### config.mk
export PLATFORM = sky130hd
export DESIGN_NAME = rstseq_sequencer
export DESIGN_NICKNAME = d
export VERILOG_FILES = /design/src/logic/rstseq_pkg.sv /design/src/logic/rstseq_cnt_if.sv /design/src/logic/rstseq_counter.sv /design/src/logic/rstseq_sequencer.sv
export VERILOG_INCLUDE_DIRS = /design/src /design/src/logic
export SDC_FILE = /design/constraint.sdc
export NUM_CORES = 1
export LEC_CHECK = 0
export ABC_AREA = 1
export BUFFER_PORTS_ARGS = -buffer_cell sky130_fd_sc_hd__buf_2
export CAP_MARGIN = 5
export CORE_UTILIZATION = 39
export DETAILED_ROUTE_END_ITERATION = 10
export GPL_TIMING_DRIVEN = 0
export HOLD_SLACK_MARGIN = 0.12
export SYNTH_ARGS = -nofsm -noshare
export SYNTH_HDL_FRONTEND = slang
export SYNTH_SLANG_ARGS = --single-unit
### constraint.sdc
create_clock -name clk_in -period 2.05 [get_ports clk_in]
set_input_delay 0.205 -clock clk_in [delete_from_list [all_inputs] [get_ports clk_in]]
set_output_delay 0.205 -clock clk_in [all_outputs]
set_load 0.005 [all_outputs]
### src/logic/rstseq_params.svh
// Purpose: Constants for the reset sequencer
// Assumes: 200 MHz clock, one CPU clock cycle per clk_in cycle
// Notes: Definitions only
`ifndef RSTSEQ_PARAMS_SVH
`define RSTSEQ_PARAMS_SVH
`define RSTSEQ_DLY_SHORT 13'h0100
`define RSTSEQ_DLY_LONG 13'h1000
`define RSTSEQ_FETCH_CYC 2'h2
`define RSTSEQ_VEC_LO_ADDR 16'hFFFE
`define RSTSEQ_VEC_HI_ADDR 16'hFFFF
`define RSTSEQ_CLK_PERIOD_NS 5
`define RSTSEQ_EXT_PULSE_NS 20
`define RSTSEQ_WDG_PULSE_NS 40
`define RSTSEQ_EXT_PULSE_CYC ((`RSTSEQ_EXT_PULSE_NS + `RSTSEQ_CLK_PERIOD_NS - 1) / `RSTSEQ_CLK_PERIOD_NS)
`define RSTSEQ_WDG_PULSE_CYC ((`RSTSEQ_WDG_PULSE_NS + `RSTSEQ_CLK_PERIOD_NS - 1) / `RSTSEQ_CLK_PERIOD_NS)
`define RSTSEQ_CLKSEL_EXT 3'h0
`define RSTSEQ_CLKSEL_RC 3'h5
`endif

### src/logic/rstseq_pkg.sv
// Purpose: Types for the reset sequencer
// Assumes: Nothing
// Notes: One-hot phase encoding
package rstseq_pkg;
  typedef enum logic [3:0] {
    RSTSEQ_ACTIVE = 4'h1,
    RSTSEQ_DELAY = 4'h2,
    RSTSEQ_FETCH = 4'h4,
    RSTSEQ_RUN = 4'h8
  } rstseq_phase_t;
endpackage

### src/logic/rstseq_cnt_if.sv
// Purpose: Carrier between sequencer and its counter
// Assumes: Single clock
// Notes: Load restarts, done is a level
interface rstseq_cnt_if;
  logic load;
  logic [12:0] value;
  logic done;
  modport ctl (output load, output value, input done);
  modport cnt (input load, input value, output done);
endinterface

### src/logic/rstseq_counter.sv
// Purpose: Down counter for phase lengths
// Assumes: Load has priority over counting
// Notes: Done is high while the count is zero
module rstseq_counter
  import rstseq_pkg::*;
(
  // Clock and reset
  input wire logic clk_in,
  input wire logic srst_in,
  // Control
  rstseq_cnt_if.cnt cnt
);
  logic [12:0] cnt_q;
  logic [12:0] cnt_d;

  always_comb
  begin
    cnt_d = cnt_q;
    if (cnt.load)
    begin
      cnt_d = cnt.value;
    end
    else if (cnt_q != 13'h0000)
    begin
      cnt_d = cnt_q - 13'h0001;
    end
  end

  always_ff @(posedge clk_in)
  begin
    if (srst_in)
    begin
      cnt_q <= 13'h0000;
    end
    else
    begin
      cnt_q <= cnt_d;
    end
  end

  // Done must not look at load: the sequencer forms load from done
  assign cnt.done = (cnt_q == 13'h0000);
endmodule // rstseq_counter

### src/logic/rstseq_sequencer.sv
// Purpose: Reset sequence manager of an 8-bit controller
// Assumes: Reset pin level synchronous to clk_in; option bits static
// Notes: Open-drain pin shown as in/out/oe; pull-up lives outside
module rstseq_sequencer
  import rstseq_pkg::*;
(
  // Clock and reset
  input wire logic clk_in,
  input wire logic srst_in,
  // Reset pin, open drain
  input wire logic rst_pin_in,
  output logic rst_pin_out,
  output logic rst_pin_oe_out,
  // Reset sources and options
  input wire logic wdg_underflow_in,
  input wire logic opt_long_delay_in,
  input wire logic [2:0] opt_clk_sel_in,
  // Vector memory
  output logic [15:0] mem_addr_out,
  output logic mem_rd_out,
  input wire logic [7:0] mem_data_in,
  // Processor side
  output logic [15:0] pc_out,
  output logic pc_load_out,
  output logic cpu_rst_out,
  // Clock control
  output logic [2:0] clk_sel_out,
  output logic osc_enable_out
);
`include "rstseq_params.svh"

  rstseq_cnt_if cif ();

  rstseq_counter u_cnt (
    .clk_in(clk_in),
    .srst_in(srst_in),
    .cnt(cif)
  );

  ////////////////////////////////////////////////////////////////////////
  // Sequencer state
  rstseq_phase_t phase_q, phase_d;
  logic [1:0] fetch_q, fetch_d;
  logic [7:0] vec_hi_q, vec_hi_d;
  logic [15:0] pc_q, pc_d;
  logic pc_load_q, pc_load_d;
  logic cpu_rst_q, cpu_rst_d;
  logic drive_q, drive_d;
  logic [15:0] addr_q, addr_d;
  logic rd_q, rd_d;
  logic [2:0] clk_sel_q, clk_sel_d;
  logic ext_req;
  logic start;

  // Low pin only counts when we are not driving it ourselves
  assign ext_req = !rst_pin_in && !drive_q;
  assign start = ext_req || wdg_underflow_in;

  always_comb
  begin
    phase_d = phase_q;
    fetch_d = fetch_q;
    vec_hi_d = vec_hi_q;
    pc_d = pc_q;
    pc_load_d = 1'b0;
    cpu_rst_d = cpu_rst_q;
    drive_d = drive_q;
    addr_d = addr_q;
    rd_d = 1'b0;
    clk_sel_d = clk_sel_q;
    cif.load = 1'b0;
    cif.value = 13'h0000;
    if (start && phase_q != RSTSEQ_FETCH)
    begin
      // Any new source restarts from the active phase
      phase_d = RSTSEQ_ACTIVE;
      cpu_rst_d = 1'b1;
      drive_d = 1'b1;
      cif.load = 1'b1;
      cif.value = wdg_underflow_in ? 13'(`RSTSEQ_WDG_PULSE_CYC) : 13'(`RSTSEQ_EXT_PULSE_CYC);
    end
    else if (start)
    begin
      phase_d = RSTSEQ_ACTIVE;
      cpu_rst_d = 1'b1;
      drive_d = 1'b1;
      cif.load = 1'b1;
      cif.value = 13'(`RSTSEQ_WDG_PULSE_CYC);
    end
    else
    begin
      case (phase_q)
        RSTSEQ_ACTIVE:
        begin
          if (cif.done)
          begin
            phase_d = RSTSEQ_DELAY;
            cif.load = 1'b1;
            // Counter ends on zero, so load one less to get the exact length
            cif.value = opt_long_delay_in ? (`RSTSEQ_DLY_LONG - 13'h0001) : (`RSTSEQ_DLY_SHORT - 13'h0001);
            clk_sel_d = opt_clk_sel_in;
          end
        end
        RSTSEQ_DELAY:
        begin
          drive_d = 1'b1;
          if (cif.done)
          begin
            phase_d = RSTSEQ_FETCH;
            drive_d = 1'b0;
            fetch_d = 2'h0;
            addr_d = `RSTSEQ_VEC_HI_ADDR;
            rd_d = 1'b1;
          end
        end
        RSTSEQ_FETCH:
        begin
          fetch_d = fetch_q + 2'h1;
          if (fetch_q == 2'h0)
          begin
            vec_hi_d = mem_data_in;
            addr_d = `RSTSEQ_VEC_LO_ADDR;
            rd_d = 1'b1;
          end
          if (fetch_q + 2'h1 == `RSTSEQ_FETCH_CYC)
          begin
            phase_d = RSTSEQ_RUN;
            pc_d = {vec_hi_q, mem_data_in};
            pc_load_d = 1'b1;
            cpu_rst_d = 1'b0;
          end
        end
        RSTSEQ_RUN:
        begin
          drive_d = 1'b0;
        end
        default:
        begin
          phase_d = RSTSEQ_ACTIVE;
          cpu_rst_d = 1'b1;
        end
      endcase
    end
  end

  always_ff @(posedge clk_in)
  begin
    if (srst_in)
    begin
      phase_q <= RSTSEQ_ACTIVE;
      fetch_q <= 2'h0;
      vec_hi_q <= 8'h00;
      pc_q <= 16'h0000;
      pc_load_q <= 1'b0;
      cpu_rst_q <= 1'b1;
      drive_q <= 1'b1;
      addr_q <= 16'h0000;
      rd_q <= 1'b0;
      clk_sel_q <= `RSTSEQ_CLKSEL_EXT;
    end
    else
    begin
      phase_q <= phase_d;
      fetch_q <= fetch_d;
      vec_hi_q <= vec_hi_d;
      pc_q <= pc_d;
      pc_load_q <= pc_load_d;
      cpu_rst_q <= cpu_rst_d;
      drive_q <= drive_d;
      addr_q <= addr_d;
      rd_q <= rd_d;
      clk_sel_q <= clk_sel_d;
    end
  end

  ////////////////////////////////////////////////////////////////////////
  // Outputs, registered except the constant pin data and oscillator enable
  // Open drain: data is always low, only the enable moves
  assign rst_pin_out = 1'b0;
  assign rst_pin_oe_out = drive_q;
  assign mem_addr_out = addr_q;
  assign mem_rd_out = rd_q;
  assign pc_out = pc_q;
  assign pc_load_out = pc_load_q;
  assign cpu_rst_out = cpu_rst_q;
  assign clk_sel_out = clk_sel_q;
  // Oscillator never stopped by reset; saves start-up time
  assign osc_enable_out = 1'b1;
  // Pin level is taken on clk_in edges; a stopped clock would need an async path

  ////////////////////////////////////////////////////////////////////////
  // Delay phase length, counted apart from the phase counter so the checks do not trust it
  logic [12:0] dly_cnt_q, dly_cnt_d;

  always_comb
  begin
    dly_cnt_d = 13'h0000;
    if (phase_q == RSTSEQ_DELAY)
    begin
      dly_cnt_d = dly_cnt_q + 13'h0001;
    end
  end

  always_ff @(posedge clk_in)
  begin
    if (srst_in)
    begin
      dly_cnt_q <= 13'h0000;
    end
    else
    begin
      dly_cnt_q <= dly_cnt_d;
    end
  end
endmodule // rstseq_sequencer

### After elaboration in Yosys (flattened, before gate mapping)

Cells that the tools add are included.

| storage, ports and cells | value |
|---|---|
| flip-flop bits (word level) | 66 |
| bits in latches | 0 |
| bits in writable memories | 0 |
| ROM bits | 0 |
| input port bits | 16 |
| output and inout bits | 41 |
| word-level logic and storage cells | 77 |
| memories | 0 |

| cells by class | value |
|---|---|
| add/subtract/negate cells | 2 |
| multiply operators | 0 |
| div/mod/pow operators | 0 |
| magnitude comparators | 0 |
| eq/ne operators | 10 |
| shift operators | 0 |
| mux-type cells | 28 |
| bitwise logic cells | 5 |
| reductions and logical operators | 21 |

Operators with widths:

| operator | number |
|---|---|
| two-way mux 12 bit | 5 |
| two-way mux 16 bit | 2 |
| one-hot mux 16 bit (2 select lines) | 1 |
| two-way mux 13 bit | 2 |
| AND reduction 4 bit | 5 |
| two-way mux 4 bit | 4 |
| one-hot mux 4 bit (4 select lines) | 1 |
| zero test 13 bit | 1 |
| nonzero test 13 bit | 1 |
| subtractor 13 x 1 -> 13 bit (second input constant) | 1 |
| two-way mux 1 bit | 8 |
| != test 2 bit (second input constant) | 4 |
| one-hot mux 1 bit (2 select lines) | 3 |
| nonzero test 2 bit | 3 |
| OR reduction 3 bit | 2 |
| NOT 1 bit | 5 |
| AND reduction 5 bit | 1 |
| equality test 4 x 1 -> 1 bit (second input constant) | 1 |
| equality test 4 x 2 -> 1 bit (second input constant) | 1 |
| equality test 4 x 3 -> 1 bit (second input constant) | 1 |
| equality test 4 bit (second input constant) | 1 |
| != test 4 x 3 -> 1 bit (second input constant) | 1 |
| one-hot mux 2 bit (2 select lines) | 1 |
| OR reduction 4 bit | 1 |
| 8 further kinds | 10 |

### Logic depth before layout (Yosys ltp)

Gate-level depths: netlist of run 1.

| logic depth | value |
|---|---|
| depth after elaboration | 6 |
| depth in mapped cells | 10 |
| gate-level depth less buffers | 10 |

### Cells and area by module

From an unflattened synthesis of run 1, not the netlist that was laid out.

| second synthesis, totals | value |
|---|---|
| cells, all modules | 361 |
| area total of the unflattened synthesis | 2651.3 µm² |

Modules (own cells, without submodules):

| module | instances | cells an instance | area an instance (µm²) | sequential area each (µm²) |
|---|---|---|---|---|
| rstseq_sequencer | 1 | 222 | 1709.1 | 780.7 |
| rstseq_counter | 1 | 139 | 942.2 | 260.2 |

### Least setup slack after synthesis of run 1

No wires, ideal clock.

| timing | value |
|---|---|
| kind | flip-flop to flip-flop |
| start point | register u_cnt.cnt_q[0] |
| end point | register u_cnt.cnt_q[10] |
| library setup time | 0.121 ns |
| arrival time | 1.336 ns |
| required time | 1.929 ns |
| setup slack | 0.594 ns |
| cell stages (with the launch flop) | 8 |
| cell sequence | dfxtp_1 inv_1 ha_1 nand3_1 nor3_4 nand3_2 nand2_2 a21oi_1 |

| between the ends | value |
|---|---|
| cells in the longest elaborated chain, start to end | 6 |
| elaborated cells between the ends (all ways) | 14 |
| those cells by class | add/sub: 1; mux: 10; reduce/logical: 3 |

RTL lines:

| element | RTL line | text |
|---|---|---|
| start: declaration | rstseq_counter.sv:13 | `logic [12:0] cnt_q;` |
| start signal: assignment | rstseq_counter.sv:37 | `cnt_q <= cnt_d;` |
| parallel branches: the longest is 6 deep, another holds subtractor 13 x 1 -> 13 bit | - |  |

Several ways; the timed one is not identified. The select of a mux whose other input is x is not followed.
A chain may end at the register's enable or synchronous reset.

### Final worst setup path of run 1

Ends and elaborated chain as after synthesis.

==> results of run 1 <==
==> routing by layer <==
| layer | track usage, % | wire (microns) |
|---|---|---|
| met5 | 0 | 0 |
| met4 | 4.82 | 56 |
| met3 | 3.60 | 270 |
| met2 | 27.8 | 2330 |
| met1 | 23.7 | 2710 |
==> Yosys cell counts, drive strengths merged (2+ instances only) <==
cell,number
a21oi,15
buf,19
clkinv,2
conb,2
ha,4
xnor2,2
nand3b,4
clkbuf,3
xor2,3
nand4,2
nand3,17
dfxtp,52
nor2,88
o21ai,35
nor3,4
inv,26
nand2,55
==> flip-flops by register name, summed over array words and instances (netlist names) <==
signal / count
clk_sel_out: 3
u_cnt.cnt_q: 13
mem_addr_out: 2
pc_load_out: 1
rst_pin_oe_out: 1
fetch_q: 2
phase_q: 4
vec_hi_q: 8
mem_rd_out: 1
cpu_rst_out: 1
pc_out: 16
==> placed cells by master, fill, tap and decap left out, drive strengths merged <==
master       count
nor2            88
buf             73
nand2           55
dfxtp           52
o21ai           35
inv             27
nand3           17
a21oi           15
clkbuf           8
nand3b           4
ha               4
nor3             4
xor2             3
dlygate4sd3      3
clkinv           3
xnor2            2
nand4            2
conb             2
o211ai           1
a31oi            1
clkinvlp         1
==> through the flow <==
step	setup WS (ns)	util [%]	hold WS (ns)	instances	total power, W
6_report	0.345	48.9	0.156	475	0.00250
3_3_place_gp	0.371	46.9	0.414	464	0.00191
4_1_cts	0.334	48.9	0.148	475	0.00252
2_1_floorplan	0.594	-	0.274	335	0.00175
5_1_grt	0.150	48.9	0.160	475	0.00270
3_5_place_dp	0.349	46.9	0.420	464	0.00192
==> power groups by stage <==
stage          clock (W)  sequential [W]  combinational (W)
6_report        0.000599         0.00115           0.000754
4_1_cts         0.000617         0.00115           0.000758
2_1_floorplan          0         0.00116           0.000588
3_5_place_dp           0         0.00117           0.000751
5_1_grt         0.000661         0.00116           0.000879
3_3_place_gp           0         0.00117           0.000742
==> kinds of logic after synthesis <==
kind of cell / count (synthesis) / synth area share (%)
flops: 52 / 42.8
simple gates: 170 / 30.7
other cells: 2 / 0.309
fa+ha+maj: 4 / 2.06
buf+inv: 50 / 10.7
xor+xnor: 5 / 1.80
compound gates: 52 / 11.6
==> final cells by class <==
type,instances,area (sq um)
fill,643,3040
multi-input combinational,233,1130
sequential,52,1040
timing repair buffer,57,300
buffer,22,151
inverter,28,109
tap,75,93.8
clock buffer,5,68.8
clock inverter,3,21.3
==> final timing paths <==
check,from,to,cells past startpoint
worst min register to register,u_cnt.cnt_q[0]$_SDFFE_PP0P_,u_cnt.cnt_q[0]$_SDFFE_PP0P_,1
worst min-delay path,srst_in,mem_addr_out[14]$_SDFFE_PP0P_,2
worst max-delay path,u_cnt.cnt_q[0]$_SDFFE_PP0P_,u_cnt.cnt_q[10]$_SDFFE_PP0P_,7
worst max register to register,u_cnt.cnt_q[0]$_SDFFE_PP0P_,u_cnt.cnt_q[10]$_SDFFE_PP0P_,7
==> repair_timing <==
action	in CTS	in global routing
hold buffers	3	0
endpoints found under the hold margin	3	0
setup buffers	0	0
==> metrics.md, run 1 <==
| Metric | Value |
|---|---|
| Final worst-path cycle share | `83.2%` |
| # H-tree levels | `2` |
| Worst path required time | `2.25 ns` |
| DRT antenna net count | `0` |
| Number of synthesized flops with an enable pin | `0` |
| Slew HR | `64.6%` |
| Max Cap Viol | `0` |
| Syn Area/Cell | `7.25 sq um` |
| RePlAce Congestion | `0.834` |
| CTS sink cnt | `52` |
| Mapped cell area | `2430 sq um` |
| Post-CTS Resized | `0` |
| Worst-Skew Late Latency | `0.31 ns` |
| Maximum clock path buffer count | `2` |
| Clk slew on worst S/H paths | `0.10 ns` |
| Sw frac | `36.0%` |
| Tmin final | `1.71 ns` |
| Worst Path Buf+Inv | `1` |
| Top-area cell type share of the netlist area | `42.8%` |
| Cell Chain, Critical Path | `inv_1 > ha_1 > nand3_1 > nor3_4 > nand3_2 > nand2_2 > a21oi_1` |
| Die width | `80.9 microns` |
| Total negative setup slack | `0 ns` |
| Internal power | `0.00160 W` |
| CP Launch Type | `flop` |
| Num CTS Buffers | `5` |
| Yosys warning count | `0` |
| Initial Util | `40.8%` |
| # port buffers | `54` |
| Area growth, synth to finish | `19.9%` |
| Status | `completed` |
| Leakage | `1.37 nW` |
| Top cells by area, synth | `dfxtp_1 (43%), nor2_1 (13%), nand2_1 (8.0%)` |
| Worst Hold Class | `input pin to flop` |
| Worst endpoint data arrival time | `1.90 ns` |
| Crit path capture type | `flop` |
| Synthesized instance count | `335` |
| Internal reg-to-reg setup slack | `0.34 ns` |
| Final count of hold timing violations | `0` |
| Vias per cell | `4.68` |
| Crit path kind | `flop to flop` |
| Power Density | `859 nW/um^2` |
| Cell family with most CP delay | `simple AND/OR/NAND/NOR gates` |
| Ys flop type | `dfxtp_1` |
| Largest net degree at the start of global routing | `18` |
| Total GRT Usage | `17.4%` |
| Gate power share | `30.1%` |
| N_diodes | `0` |
| Post-DP HPWL | `4020 microns` |
| Cell Area, Placed | `2790 sq um` |
| Fin nets | `419` |
| Flop pwr share | `45.9%` |
| Slowest cell delay on critical path | `0.44 ns` |
| Max VDD drop | `0.610 mV` |
| Pre-antenna DRT Iters | `4` |
| Detailed Route WL | `5370 microns` |
| Row cnt | `28` |
| DR WL/cell | `11.3 microns` |
| CP Max Fanout | `9` |
| Design area | `2910 sq um` |
| RSZ-0062 raised after global routing | `no` |
| CTS tree | `yes` |
| Share of cells above drive strength 1 | `25.0%` |
| DRT iter0 DRCs | `103` |
| Ys async rst share | `0%` |
| Setup Skew | `0.00555 ns` |
| Syn_nets | `355` |
| Initial antenna violation count | `0` |
| Slowest stage cell on the critical path | `nor3_4` |
| Die height | `80.9 microns` |
| Clock share of power | `23.9%` |
| #FFs+latches synth | `52` |
| First-pass GRT wire length | `8760 microns` |
| Num ports | `57` |
| Core ar. | `5960 sq um` |
| Least-Margin Pin Slew | `0.530 ns` |
| Drt drc | `0` |
| Vias in the first global route | `1904` |
| Die area | `6550 sq um` |
| Clk root buf | `clkbuf_8` |
| Dominant cell type by area after synthesis | `dfxtp_1` |
| Grt ovf | `0` |
| Slew Viols, Final | `0` |
| F_max | `0.586 GHz` |
| Unique masters post-synth | `32` |
| NetSw | `0.000901 W` |
| Finish-stage setup viols | `0` |
| Sequential area share after synthesis | `42.8%` |
| Via count | `2224` |
(Power assumes the default switching activity.)
==> inputs of run 2 (changes only) <==
==> constraint.sdc (replaced) <==
create_clock -name clk_in -period 1.6 [get_ports clk_in]
set_input_delay 0.16 -clock clk_in [delete_from_list [all_inputs] [get_ports clk_in]]
set_output_delay 0.16 -clock clk_in [all_outputs]
set_load 0.005 [all_outputs]
==> metrics.md, run 2 (synthesis results as in run 1) <==
| Metric | Value |
|---|---|
| Status | `completed` |
| Leading cell type in the layout, fill and taps excluded | `nor2_1` |
| Total GRT Usage | `17.7% (+0.31 points)` |
| Worst reg-to-reg path cell count | `8 (+1)` |
| Crit path kind | `flop to flop` |
| Largest register FFs | `16 (unchanged)` |
| DR WL/cell | `11.5 microns (+1.9%)` |
| Die width | `80.9 microns (unchanged)` |
| Maximum clock path buffer count | `2 (unchanged)` |
| Worst path required time | `1.80 ns (-0.45 ns)` |
| Grt ovf | `0 (unchanged)` |
| Leakage | `1.43 nW (+4.4%)` |
| Area growth, synth to finish | `26.0%` |
| RePlAce Congestion | `0.834 (unchanged)` |
| Finished Layout Cells | `486 (+2.3%)` |
| FF-to-FF End | `u_cnt.cnt_q[10]$_SDFFE_PP0P_` |
| Slowest stage cell on the critical path | `dfxtp_1` |
| Largest net degree at the start of global routing | `18 (unchanged)` |
| CTS sink cnt | `52 (unchanged)` |
| Hold Path Sink | `mem_addr_out[14]$_SDFFE_PP0P_` |
| First-pass GRT wire length | `8910 microns (+1.7%)` |
| WHS | `0.122 ns (-0.0335 ns)` |
| Post-DP HPWL | `4020 microns (unchanged)` |
| Worst Path Buf+Inv | `2 (+1)` |
| HP Start | `srst_in` |
| RR Startpoint | `u_cnt.cnt_q[1]$_SDFFE_PP0P_` |
| Fin nets | `430 (+2.6%)` |
| Final count of hold timing violations | `0 (unchanged)` |
| Slowest cell delay on critical path | `0.34 ns (-0.10 ns)` |
| Pre-antenna DRT Iters | `4 (unchanged)` |
| CP Launch Type | `flop` |
| Initial Util | `40.8% (unchanged)` |
| N_diodes | `0 (unchanged)` |
| CP Max Fanout | `5 (-4)` |
| Die area | `6550 sq um (unchanged)` |
| Via count | `2240 (+0.72%)` |
| Final worst-path cycle share | `95.2% (+12 points)` |
| Power Density | `1080 nW/um^2 (+26%)` |
| Finish-stage setup viols | `0 (unchanged)` |
| Post-layout utilization of the core | `51.4% (+2.5 points)` |
| Worst endpoint data arrival time | `1.73 ns (-0.17 ns)` |
| Cell family with most CP delay | `simple AND/OR/NAND/NOR gates` |
| Cell Chain, Critical Path | `inv_2 > ha_2 > nand3_1 > nor3_4 > buf_6 > nand3_2 > nand2_2 > a21oi_1` |
| Cells after DPL | `464 (unchanged)` |
| Hold Path Depth | `2 (unchanged)` |
| Die height | `80.9 microns (unchanged)` |
| Max VDD drop | `0.787 mV (+29%)` |
| Clk slew on worst S/H paths | `0.10 ns (about the same)` |
| F_max | `0.656 GHz (+12%)` |
| Pwr Total | `0.00332 W (+33%)` |
| Share of cells above drive strength 1 | `27.7% (+2.7 points)` |
| # port buffers | `54 (unchanged)` |
| CTS tree | `yes` |
| Worst-Skew Late Latency | `0.31 ns (about the same)` |
| Vias per cell | `4.61 (-1.6%)` |
| Vias in the first global route | `1943 (+2.0%)` |
| Crit path capture type | `flop` |
| Max Cap Viol | `0 (unchanged)` |
| Worst Hold Class | `input pin to flop` |
| DRT antenna net count | `0 (unchanged)` |
| Row cnt | `28 (unchanged)` |
| DRT iter0 DRCs | `89 (-14%)` |
| Most frequent cells in the layout | `nor2_1 (80), buf_2 (54), nand2_1 (52), dfxtp_1 (52), o21ai_0 (33)` |
| Initial antenna violation count | `0 (unchanged)` |
| Detailed Route WL | `5600 microns (+4.3%)` |
| # H-tree levels | `2 (unchanged)` |
| Setup Skew | `0.00666 ns (+0.00111 ns)` |
| Internal reg-to-reg setup slack | `0.08 ns (-0.27 ns)` |
| Clk root buf | `clkbuf_8` |
| Core ar. | `5960 sq um (unchanged)` |
| Num CTS Buffers | `5 (unchanged)` |
| Slew Viols, Final | `0 (unchanged)` |
| Tmin final | `1.52 ns (-0.181 ns)` |
| Num ports | `57 (unchanged)` |
| Drt drc | `0 (unchanged)` |
| Number of fill cells | `633 (-1.6%)` |
-- run 2: cell count changes in the layout (fill, tap and decap cells not counted), moves of 2 or more --
cell	before	now
inv_2	1	3
dlygate4sd3_1	3	6
buf_4	16	23
buf_6	1	3
nand3_2	4	2
inv_1	24	21
nor2_4	1	5
nor2_2	6	3
nand3_4	0	2
-- run 2: what timing repair did --
| item | in CTS | in global routing |
|---|---|---|
| hold buffers | 6 | 0 |
| resized for setup | 2 | 18 |
| buffers inserted | 3 | 5 |
| pin swaps | 1 | 4 |
| hold endpoints to repair | 7 | 0 |
| endpoints found under the setup margin | 21 | 30 |
-- run 2: where the power goes --
part	internal, W	switching, W
combinational	0.000416	0.000652
clock	0.000311	0.000459
sequential	0.00139	0.0000847
total	0.00212	0.00119
-- run 2: worst reg2reg max path, cell delays in order, from the launching register on --
cell and delay, ns:
dfxtp_1 0.34, inv_2 0.10, ha_2 0.21, nand3_1 0.13, nor3_4 0.23, buf_6 0.15, nand3_2 0.08, nand2_2 0.12
a21oi_1 0.06
-- run 2: through the flow --
step                      setup TNS [ns]  setup WS [ns]  cell area [sq um]
after floorplan                        0          0.144               2430
after global placement            -0.863        -0.0788               2790
after detailed placement          -0.989         -0.101               2790
after CTS                              0         0.0154               2970
after global routing             -0.0338        -0.0185               3060
final                                  0         0.0760               3060
-- run 2: layout make-up --
type,instances,area [sq um],share of cell area [%]
Inverter,28,111,3.64
Clock buffer,5,68.8,2.25
Clock inverter,3,21.3,0.695
Buffer,22,161,5.27
Sequential cell,52,1040,34.0
Timing Repair Buffer,68,394,12.9
Multi-Input combinational cell,233,1170,38.2
Tap cell,75,93.8,3.07
-- run 2: how the worst max path moves through the flow --
stage               cells past startpoint                         from                      endpoint  slack [ns]
finish                                  8  u_cnt.cnt_q[1]$_SDFFE_PP0P_  u_cnt.cnt_q[10]$_SDFFE_PP0P_        0.08
global route                            8  u_cnt.cnt_q[1]$_SDFFE_PP0P_   clk_sel_out[1]$_SDFFE_PP0P_       -0.02
CTS                                     7  rst_pin_oe_out$_SDFFE_PP1P_       phase_q[0]$_SDFFE_PP1P_        0.02
detailed placement                      7  rst_pin_oe_out$_SDFFE_PP1P_       phase_q[0]$_SDFFE_PP1P_       -0.10
global placement                        7  u_cnt.cnt_q[0]$_SDFFE_PP0P_  u_cnt.cnt_q[10]$_SDFFE_PP0P_       -0.08
floorplan                               7  u_cnt.cnt_q[0]$_SDFFE_PP0P_  u_cnt.cnt_q[10]$_SDFFE_PP0P_        0.14
-- run 2: metal layers --
metal / vias up / track usage [%] / wire length (microns)
met2: 42 / 28.8 / 2500
met1: 998 / 23.8 / 2840
met3: 5 / 3.48 / 205
met4: 0 / 4.82 / 49
li1: 1195 / - / -
met5: - / 0 / 0
